===== src/shared/ext_arb_defs.svh =====
// constants for the external bus master arbiter
// assumes inclusion by bare name from any design file
`ifndef EXT_ARB_DEFS_SVH
`define EXT_ARB_DEFS_SVH

`define ARB_SYNC_STAGES 2
`define ARB_ADDR_W 24
`define ARB_DATA_W 16
`define ARB_CTRL_W 4
`define ARB_WAIT_W 3
`define ARB_WAIT_MAX 3'h7
`define ARB_ALE_LONG_EXTRA 3'h1
`define ARB_GRANT_IDLE 1'b1

`endif


===== src/shared/ext_arb_pkg.sv =====
// types shared by the arbiter files
// assumes ext_arb_defs.svh is on the include path
package ext_arb_pkg;
    typedef enum logic [2:0] {
        OWN_IDLE = 3'b001,
        OWN_BUSY = 3'b010,
        GRANTED = 3'b100
    } owner_e;
endpackage : ext_arb_pkg


===== src/logic/external_bus_interface.sv =====
// external bus ownership arbiter and pin drive gating
// assumes a cycle engine on clk raises ext_req and reports cycle_end/last
`timescale 1ns/1ps
`default_nettype none
`include "ext_arb_defs.svh"
module external_bus_interface #(
    parameter int ADDR_W = `ARB_ADDR_W,
    parameter int DATA_W = `ARB_DATA_W,
    parameter int CTRL_W = `ARB_CTRL_W
) (
    input wire logic clk,
    input wire logic rst_n,
    input wire logic bus_request_n,
    output logic bus_grant_n,
    input wire logic ext_req,
    input wire logic int_req,
    input wire logic cycle_end,
    input wire logic cycle_last,
    input wire logic dummy_active,
    input wire logic [ADDR_W-1:0] addr_in,
    input wire logic [DATA_W-1:0] data_in,
    input wire logic [CTRL_W-1:0] ctrl_in,
    input wire logic drive_data,
    input wire logic [`ARB_WAIT_W-1:0] wait_cfg,
    input wire logic ale_long,
    output logic ext_stall,
    output logic int_stall,
    output logic ext_start,
    output logic [`ARB_WAIT_W-1:0] wait_eff,
    output logic [ADDR_W-1:0] addr_out,
    output logic addr_oe,
    output logic [DATA_W-1:0] data_out,
    output logic data_oe,
    output logic [CTRL_W-1:0] ctrl_out,
    output logic ctrl_oe
);
    import ext_arb_pkg::*;

    ////////////////////////////////////////////////////////////////
    logic req_sync_n;
    logic [`ARB_WAIT_W-1:0] wait_int;

    // request pin is asynchronous to clk
    req_sync u_req_sync (
        .clk(clk),
        .rst_n(rst_n),
        .pin_n(bus_request_n),
        .sync_n(req_sync_n)
    );

    wait_adjust u_wait_adjust (
        .clk(clk),
        .rst_n(rst_n),
        .wait_cfg(wait_cfg),
        .ale_long(ale_long),
        .mastering_en(1'b1),
        .wait_eff(wait_int)
    );

    ////////////////////////////////////////////////////////////////
    owner_e state_ff;
    owner_e nxt_state;
    logic pend_ff;
    logic nxt_pend;
    logic req_low;
    logic brk;

    assign req_low = !req_sync_n;
    // a break is the end of a final split cycle with no dummy-chained cycle
    assign brk = cycle_end && cycle_last && !dummy_active;

    // all ownership decisions live here; cpu and dma only see stall
    always_comb begin
        nxt_state = state_ff;
        nxt_pend = pend_ff;
        case (state_ff)
            OWN_IDLE: begin
                if (req_low) begin
                    nxt_state = GRANTED;
                end else if (ext_req) begin
                    nxt_state = OWN_BUSY;
                end
            end
            OWN_BUSY: begin
                // remember a request seen mid-cycle; grant only at the break
                if (req_low) begin
                    nxt_pend = 1'b1;
                end
                if (brk) begin
                    if (req_low || pend_ff) begin
                        nxt_state = req_low ? GRANTED : OWN_IDLE;
                    end else if (!ext_req) begin
                        nxt_state = OWN_IDLE;
                    end
                    nxt_pend = 1'b0;
                end
            end
            GRANTED: begin
                if (!req_low) begin
                    nxt_state = OWN_IDLE;
                end
            end
            default: begin
                nxt_state = OWN_IDLE;
                nxt_pend = 1'b0;
            end
        endcase
    end

    always_ff @(posedge clk or negedge rst_n) begin
        if (!rst_n) begin
            state_ff <= OWN_IDLE;
            pend_ff <= 1'b0;
        end else begin
            state_ff <= nxt_state;
            pend_ff <= nxt_pend;
        end
    end

    ////////////////////////////////////////////////////////////////
    logic grant_ff;
    logic nxt_grant;
    logic ext_stall_ff;
    logic nxt_ext_stall;
    logic start_ff;
    logic nxt_start;
    logic [ADDR_W-1:0] addr_ff;
    logic [ADDR_W-1:0] nxt_addr;
    logic [DATA_W-1:0] data_ff;
    logic [DATA_W-1:0] nxt_data;
    logic [CTRL_W-1:0] ctrl_ff;
    logic [CTRL_W-1:0] nxt_ctrl;
    logic aoe_ff;
    logic doe_ff;
    logic coe_ff;
    logic nxt_aoe;
    logic nxt_doe;
    logic nxt_coe;
    logic own_next;

    assign own_next = (nxt_state != GRANTED);

    always_comb begin
        nxt_grant = own_next ? `ARB_GRANT_IDLE : 1'b0;
        // internal requester waits on external accesses only
        nxt_ext_stall = !own_next;
        // launch from idle, or back to back at a break when still owning
        nxt_start = ext_req && own_next && (state_ff == OWN_IDLE || brk);
        // pins float the same cycle grant falls; outside cycles never reach inside
        nxt_aoe = own_next;
        nxt_coe = own_next;
        nxt_doe = own_next && drive_data;
        nxt_addr = own_next ? addr_in : addr_ff;
        nxt_data = data_in;
        nxt_ctrl = own_next ? ctrl_in : ctrl_ff;
    end

    always_ff @(posedge clk or negedge rst_n) begin
        if (!rst_n) begin
            grant_ff <= `ARB_GRANT_IDLE;
            ext_stall_ff <= 1'b0;
            start_ff <= 1'b0;
            aoe_ff <= 1'b0;
            doe_ff <= 1'b0;
            coe_ff <= 1'b0;
            addr_ff <= '0;
            data_ff <= '0;
            ctrl_ff <= '0;
        end else begin
            grant_ff <= nxt_grant;
            ext_stall_ff <= nxt_ext_stall;
            start_ff <= nxt_start;
            aoe_ff <= nxt_aoe;
            doe_ff <= nxt_doe;
            coe_ff <= nxt_coe;
            addr_ff <= nxt_addr;
            data_ff <= nxt_data;
            ctrl_ff <= nxt_ctrl;
        end
    end

    ////////////////////////////////////////////////////////////////
    // internal path is independent of ownership
    logic int_stall_ff;
    logic nxt_int_stall;

    always_comb begin
        nxt_int_stall = 1'b0 & int_req;
    end

    always_ff @(posedge clk or negedge rst_n) begin
        if (!rst_n) begin
            int_stall_ff <= 1'b0;
        end else begin
            int_stall_ff <= nxt_int_stall;
        end
    end

    assign bus_grant_n = grant_ff;
    assign ext_stall = ext_stall_ff;
    assign int_stall = int_stall_ff;
    assign ext_start = start_ff;
    assign wait_eff = wait_int;
    assign addr_out = addr_ff;
    assign addr_oe = aoe_ff;
    assign data_out = data_ff;
    assign data_oe = doe_ff;
    assign ctrl_out = ctrl_ff;
    assign ctrl_oe = coe_ff;
endmodule : external_bus_interface
`default_nettype wire


===== src/logic/req_sync.sv =====
// two-stage synchroniser for the request pin
// assumes the pin is asynchronous to clk
`timescale 1ns/1ps
`default_nettype none
`include "ext_arb_defs.svh"
module req_sync (
    input wire logic clk,
    input wire logic rst_n,
    input wire logic pin_n,
    output logic sync_n
);
    logic [`ARB_SYNC_STAGES-1:0] stage_ff;
    logic [`ARB_SYNC_STAGES-1:0] nxt_stage;

    always_comb begin
        nxt_stage = {stage_ff[`ARB_SYNC_STAGES-2:0], pin_n};
    end

    // idle high so reset never looks like a request
    always_ff @(posedge clk or negedge rst_n) begin
        if (!rst_n) begin
            stage_ff <= {`ARB_SYNC_STAGES{1'b1}};
        end else begin
            stage_ff <= nxt_stage;
        end
    end

    assign sync_n = stage_ff[`ARB_SYNC_STAGES-1];
endmodule : req_sync
`default_nettype wire


===== src/logic/wait_adjust.sv =====
// wait count adjustment for long address-latch timing
// assumes wait settings come from the chip select logic on clk
`timescale 1ns/1ps
`default_nettype none
`include "ext_arb_defs.svh"
module wait_adjust (
    input wire logic clk,
    input wire logic rst_n,
    input wire logic [`ARB_WAIT_W-1:0] wait_cfg,
    input wire logic ale_long,
    input wire logic mastering_en,
    output logic [`ARB_WAIT_W-1:0] wait_eff
);
    logic [`ARB_WAIT_W-1:0] wait_ff;
    logic [`ARB_WAIT_W-1:0] nxt_wait;

    // saturate rather than wrap past the largest setting
    always_comb begin
        nxt_wait = wait_cfg;
        if (ale_long && mastering_en && wait_cfg != `ARB_WAIT_MAX) begin
            nxt_wait = wait_cfg + `ARB_ALE_LONG_EXTRA;
        end
    end

    always_ff @(posedge clk or negedge rst_n) begin
        if (!rst_n) begin
            wait_ff <= '0;
        end else begin
            wait_ff <= nxt_wait;
        end
    end

    assign wait_eff = wait_ff;
endmodule : wait_adjust
`default_nettype wire


===== config.mk =====
export PLATFORM = sky130hd
export DESIGN_NAME = external_bus_interface
export DESIGN_NICKNAME = d
export VERILOG_FILES = /design/src/shared/ext_arb_pkg.sv /design/src/logic/external_bus_interface.sv /design/src/logic/req_sync.sv /design/src/logic/wait_adjust.sv
export VERILOG_INCLUDE_DIRS = /design/src /design/src/shared
export SDC_FILE = /design/constraint.sdc
export NUM_CORES = 1
export LEC_CHECK = 0
export BUFFER_PORTS_ARGS = -buffer_cell sky130_fd_sc_hd__buf_2
export CORE_UTILIZATION = 36
export CTS_CLUSTER_SIZE = 20
export DETAILED_ROUTE_END_ITERATION = 6
export MAX_ROUTING_LAYER = met4
export PLACE_DENSITY = 0.65
export SLEW_MARGIN = 20
export SYNTH_ARGS = -nofsm -noshare
export SYNTH_HDL_FRONTEND = slang
export SYNTH_SLANG_ARGS = --single-unit

===== constraint.sdc =====
create_clock -name clk -period 5.4 [get_ports clk]
set_input_delay 1.08 -clock clk [delete_from_list [all_inputs] [get_ports clk]]
set_output_delay 1.08 -clock clk [all_outputs]
set_load 0.01 [all_outputs]

; ---- After elaboration in Yosys (flattened, before gate mapping)
; Cells that the tools add are included.
[totals]
ff_bits = 58
inputBits = 57
elab_cells = 46
out_inout_bits = 54
[classes]
addsub = 1
n_reduce_logical = 13
mux = 13
n_bitwise = 1
n_eq_ne = 6
[op_table]
columns = op, count
row1 = $mux 3, 8
row2 = $ne 3x3->1 const B, 3
row3 = $pmux 3 s3, 1
row4 = $logic_and 1x1->1, 6
row5 = $add 3x1->3 const B, 1
row6 = $eq 3x1->1 const B, 1
row7 = $eq 3x2->1 const B, 1
row8 = $eq 3x3->1 const B, 1
row9 = $logic_not 1->1, 3
row10 = $mux 1, 3
row11 = $logic_or 1x1->1, 2
row12 = $pmux 1 s2, 1
row13 = $reduce_and 2->1, 1
row14 = $reduce_or 2->1, 1
row15 = $not 1->1, 1

; ---- Logic depth before layout (Yosys ltp)
[depth]
depth_word = 8
ltp_mapped = 6

; ---- Modules after synthesis
; Synthesis repeated with hierarchy kept, for this count alone.
[hier_totals]
cells_unflattened = 132
area_unflattened_um2 = 2247.2
[modules_own_cells]
columns = module, n_inst, cells_each, area_per_inst_um2
row1 = external_bus_interface, 1, 121, 2035.7
row2 = wait_adjust, 1, 9, 158.9
row3 = req_sync, 1, 2, 52.6

; ---- Least setup slack after synthesis
; OpenSTA, ideal clock, no wires.
[synth_path]
path_kind = input to register
start = input port dummy_active
end = register addr_ff[10], in the netlist addr_out[10]
path_buffers = 1
path_slack_ns = 3.200
cell_stages = 5
arrival_ns = 2.075
path_cell_list = nand3b_1 > nor3_1 > o22ai_2 > buf_6 > mux2_4
[synth_between]
elab_chain_len = 5
[synth_rtl]
columns = item, line_no
row1 = "start, declared", external_bus_interface.sv:19  ; input wire logic dummy_active,
row2 = $logic_not 1->1, external_bus_interface.sv:70  ; assign brk = cycle_end && cycle_last && !dummy_active;
row3 = $logic_and 1x1->1, external_bus_interface.sv:70
row4 = $mux 3, external_bus_interface.sv:89  ; if (brk) begin
row5 = $pmux 3 s3, external_bus_interface.sv:76  ; case (state_ff)
row6 = $ne 3x3->1, external_bus_interface.sv:141  ; assign own_next = (nxt_state != GRANTED);
row7 = "end signal, assigned", external_bus_interface.sv:176  ; addr_ff <= nxt_addr;
row8 = "end, declared", external_bus_interface.sv:127  ; logic [ADDR_W-1:0] addr_ff;
; Every way passes these cells.
; A chain may end at the register's enable or synchronous reset.

; ---- Worst setup path in the final report
[layout_path]
start = input port dummy_active
end = register addr_ff[6], in the netlist addr_out[6]
; Same word-level chain as after synthesis.

==> flow_results.org <==
** Power
- Power density of the placed cells :: 414 nW/µm²
- Lkg Pwr :: 1.58 nW
- Peak supply drop :: 0.234 mV

** Logic synthesis
- Area fraction in compound gates after synthesis :: 0.0500
- In this run, synthesis produced a sequential element count of 58.
- Part of the Yosys area used for sequential elements :: 0.647
- Of the total synthesized cell area, the portion taken by AND, OR, NAND and NOR gates is 0.0483.
- Most common cell in the netlist :: sky130_fd_sc_hd__dfrtp_1
- Predominant post-synthesis flop cell :: sky130_fd_sc_hd__dfrtp_1
- Of all cell types, the one taking the most synthesized area is sky130_fd_sc_hd__dfrtp_1.
- Most frequent cells after synthesis :: sky130_fd_sc_hd__dfrtp_1, sky130_fd_sc_hd__mux2_4, sky130_fd_sc_hd__buf_6, sky130_fd_sc_hd__dfstp_2
- Counting flops with a built-in enable in the synthesized netlist gives 0.
- Number of synthesis warnings :: 0
- Synthesized-area fraction occupied by xor and xnor cells :: 0.00778
- Area fraction of the dominant cell type after synthesis :: 0.600
- After synthesis, the largest family of logic cells by area is multiplexers.
- Synthesis produced a netlist whose cell count is 138.
- Multiplexer fraction of the synthesized cell area :: 0.193
- Adder-Cell Fraction of Synth Area :: 0.0111
- Netlist Area Pre-Place :: 2250 µm²
- Dividing the synthesized area by the synthesized cell count gives 16.3 µm².
- Of all flip-flops after synthesis, the portion carrying an async set or reset was 1.00.
- The number of nets in the synthesized netlist is 197.
- Count of cell types in the netlist :: 35
- Ranking of synthesized cells by area :: sky130_fd_sc_hd__dfrtp_1, sky130_fd_sc_hd__mux2_4, sky130_fd_sc_hd__dfstp_2, sky130_fd_sc_hd__buf_6, sky130_fd_sc_hd__nand2b_4

** Cells and area
- Compared with the post-synthesis result, the final layout area differs by 34.5%.
- The repair_antennas step left the layout with diodes totalling 0.
- In the final layout, the share of cells above drive strength 1 is 0.639.
- The net count of the finished layout is 309.
- The finished layout holds 330 standard cells, fillers aside.

** Worst setup path
- Type of the setup path with the least slack :: in -> reg
- In this run the critical register-to-register path is launched from state_ff[0].
- Counting cells, the worst reg-to-reg path comes to 5.
- The endpoint identified for the worst register-to-register timing path is addr_out[6].
- Worst setup slack for register-to-register paths :: 3.01 ns
- STA classifies the critical path endpoint as a flop.
- CP Data Required Time :: 5.61 ns
- At the worst endpoint, the arrival time is 2.76 ns.
- Of all nets on the critical path, the largest fanout is 20.
- The worst setup path is launched from a primary input.

** CTS
- The clock tree synthesis step divided the H-tree into 3 levels.
- Clock latency on the worst-skew pair, taken at its later pin, is 0.33 ns.
- TritonCTS built the clock tree.
- The clock passes through at most 2 buffers.
- Clock transition at the registers of the reported paths :: 0.07 ns
- Counting every sink on the clock net gives 58.
- The root buffer cell chosen for the clock tree is sky130_fd_sc_hd__clkbuf_8.
- The number of gates resized after CTS was 0.
- In this run the post-CTS setup repair buffer count came out at 0.
- Quantity of hold-fixing buffers added after cts :: 0
- Clock buffers created by TritonCTS :: 9

** STA
- Final-report hold violation count :: 0
- The clock period could shrink to 2.55 ns.
- Hold timing on the final database bottoms out at a slack of 0.356 ns.
- RSZ-0062 raised after global routing :: false
- The max-slew violation count was 0.
- Once routing completed, OpenROAD measured the worst setup slack at 2.85 ns.
- For the final routed database, the setup TNS stands at 0 ns.
- Setup violations remaining at the end of the flow were counted as 0.
- Worst relative slew slack :: 0.538
- Share of the clock period used by the worst path :: 0.473
- For the pin with the worst max-slew slack, the measured transition is 0.693 ns.
- Static timing analysis puts the maximum clock frequency at 0.392 GHz.
- Final Skew :: 0.00642 ns

** Placed design
- Timing analysis after detailed placement gives a worst setup slack of 2.48 ns.
- In this run the tool buffered the top-level ports with 108 buffer cells.
- After legalization and detailed placement, the total HPWL measured 3000 µm.
- In this run, placement finished with an instance count of 314.
- The congestion estimate from routability-driven global placement came to 0.793.

** Min path
- Destination of the worst hold path :: u_req_sync.stage_ff[1]
- Worst hold stages :: 0
- In this run the most critical hold path is launched from u_req_sync.stage_ff[0].
- The tightest min-delay check is of the reg -> reg type.

** Floorplanning
- Die area :: 6580 µm²
- For this configuration, the core starts out at a cell density of 0.376.
- For this design the top-level I/O count stands at 111.
- In this run the vertical extent of the chip is 81.1 µm.
- Die X-Extent :: 81.1 µm
- Core area :: 5990 µm²
- Std-Cell Rows :: 28

** Job
- Across the run, the number of max-cap violations was 0.

** Detailed routing
- Before antenna repair, the detailed router went through 4 iterations.
- After detailed routing, the number of remaining DRC violations is 0.
- Aggregate routed wire length :: 4250 µm
- In the final routed layout, each cell accounts on average for 12.9 µm.
- Via density :: 4.39
- In this run, the number of DRC markers left after iteration 0 of detailed routing was 43.
- Detailed-route via count :: 1,450
- Once detail routing completed, the nets flagged for antenna violations numbered 0.

** Global route
- Across every metal layer, demand over resource in global routing totals 0.145.
- Antenna violations before repair :: 0
- Pin count of the biggest net entering global routing :: 59
- Number of global-route vias before repair :: 1,397
- Global-route wire length before repair :: 6640 µm
- Remaining Overflow, GRT :: 0

** Outcome
- The run finished with clean final reports.
[worst max-delay path: stages]
cell	delay, ns
sky130_fd_sc_hd__buf_2	0.09
sky130_fd_sc_hd__nand3b_1	0.18
sky130_fd_sc_hd__nor3_1	0.10
sky130_fd_sc_hd__o22ai_4	0.48
sky130_fd_sc_hd__buf_4	0.45
sky130_fd_sc_hd__mux2_1	0.36
[placed cells by master, fill, tap and decap left out, types with 3 or more instances in the layout]
cell type / Yosys / layout
sky130_fd_sc_hd__buf_2: 2 / 108
sky130_fd_sc_hd__dfrtp_1: 54 / 54
sky130_fd_sc_hd__mux2_4: 26 / 26
sky130_fd_sc_hd__clkbuf_8: 0 / 9
sky130_fd_sc_hd__dfstp_2: 4 / 4
sky130_fd_sc_hd__nand2b_1: 3 / 3
sky130_fd_sc_hd__inv_1: 3 / 3
sky130_fd_sc_hd__nand2_1: 3 / 3
sky130_fd_sc_hd__clkinvlp_4: 0 / 3
[worst max-delay path by stage]
stage / to / cells after the start / start
floorplan: addr_out[10] / 5 / dummy_active
global placement: addr_out[6] / 6 / cycle_end
detailed placement: addr_out[6] / 6 / cycle_end
CTS: addr_out[6] / 6 / cycle_end
global route: addr_out[5] / 6 / dummy_active
finish: addr_out[6] / 6 / dummy_active
[per-layer routing]
metal	GRT usage	part of all wire	wire (µm)	vias up
met5	-	0	0	-
met4	0.0929	0.018	76	0
met3	0.0472	0.055	232	6
met2	0.211	0.49	2090	54
met1	0.173	0.44	1850	696
li1	-	-	-	694
[area by class of cell]
| cell class | instances | area [µm²] |
|---|---|---|
| sequential | 58 | 1460 |
| clock buffer | 10 | 128 |
| multi-input combinational | 66 | 711 |
| clock inverter | 6 | 66.3 |
| inverter | 5 | 18.8 |
| timing repair buffer | 110 | 556 |
| fill | 531 | 2960 |
| tap | 75 | 93.8 |
[where the power goes]
part | switching [mW] | internal (mW) | leakage (nW) | total, mW
combinational | 0.139 | 0.166 | 0.818 | 0.306
sequential | 0.0508 | 0.507 | 0.678 | 0.557
clock | 0.177 | 0.214 | 0.0889 | 0.390
[registers in the layout, indices dropped and copies added (netlist names)]
signal                  flops
addr_out                   24
bus_grant_n                 1
ctrl_oe                     1
ctrl_out                    4
data_oe                     1
data_out                   16
ext_stall                   1
ext_start                   1
pend_ff                     1
state_ff                    3
u_req_sync.stage_ff         2
u_wait_adjust.wait_eff      3
[metrics by stage]
step,total power [mW],area (µm²),utilization
global route,1.33,3030,0.506
finish,1.25,3030,0.506
floorplan,0.778,2250,-
CTS,1.27,3030,0.506
detailed placement,0.876,2840,0.473
global placement,0.871,2840,0.473
[logic make-up after synthesis]
| logic type | count (synthesis) |
|---|---|
| compound gates | 14 |
| xor+xnor | 2 |
| fa+ha+maj | 2 |
| buf+inv | 14 |
| flops | 58 |
| mux | 30 |
| other cells | 1 |
| simple gates | 17 |
(Power assumes the default switching activity.)
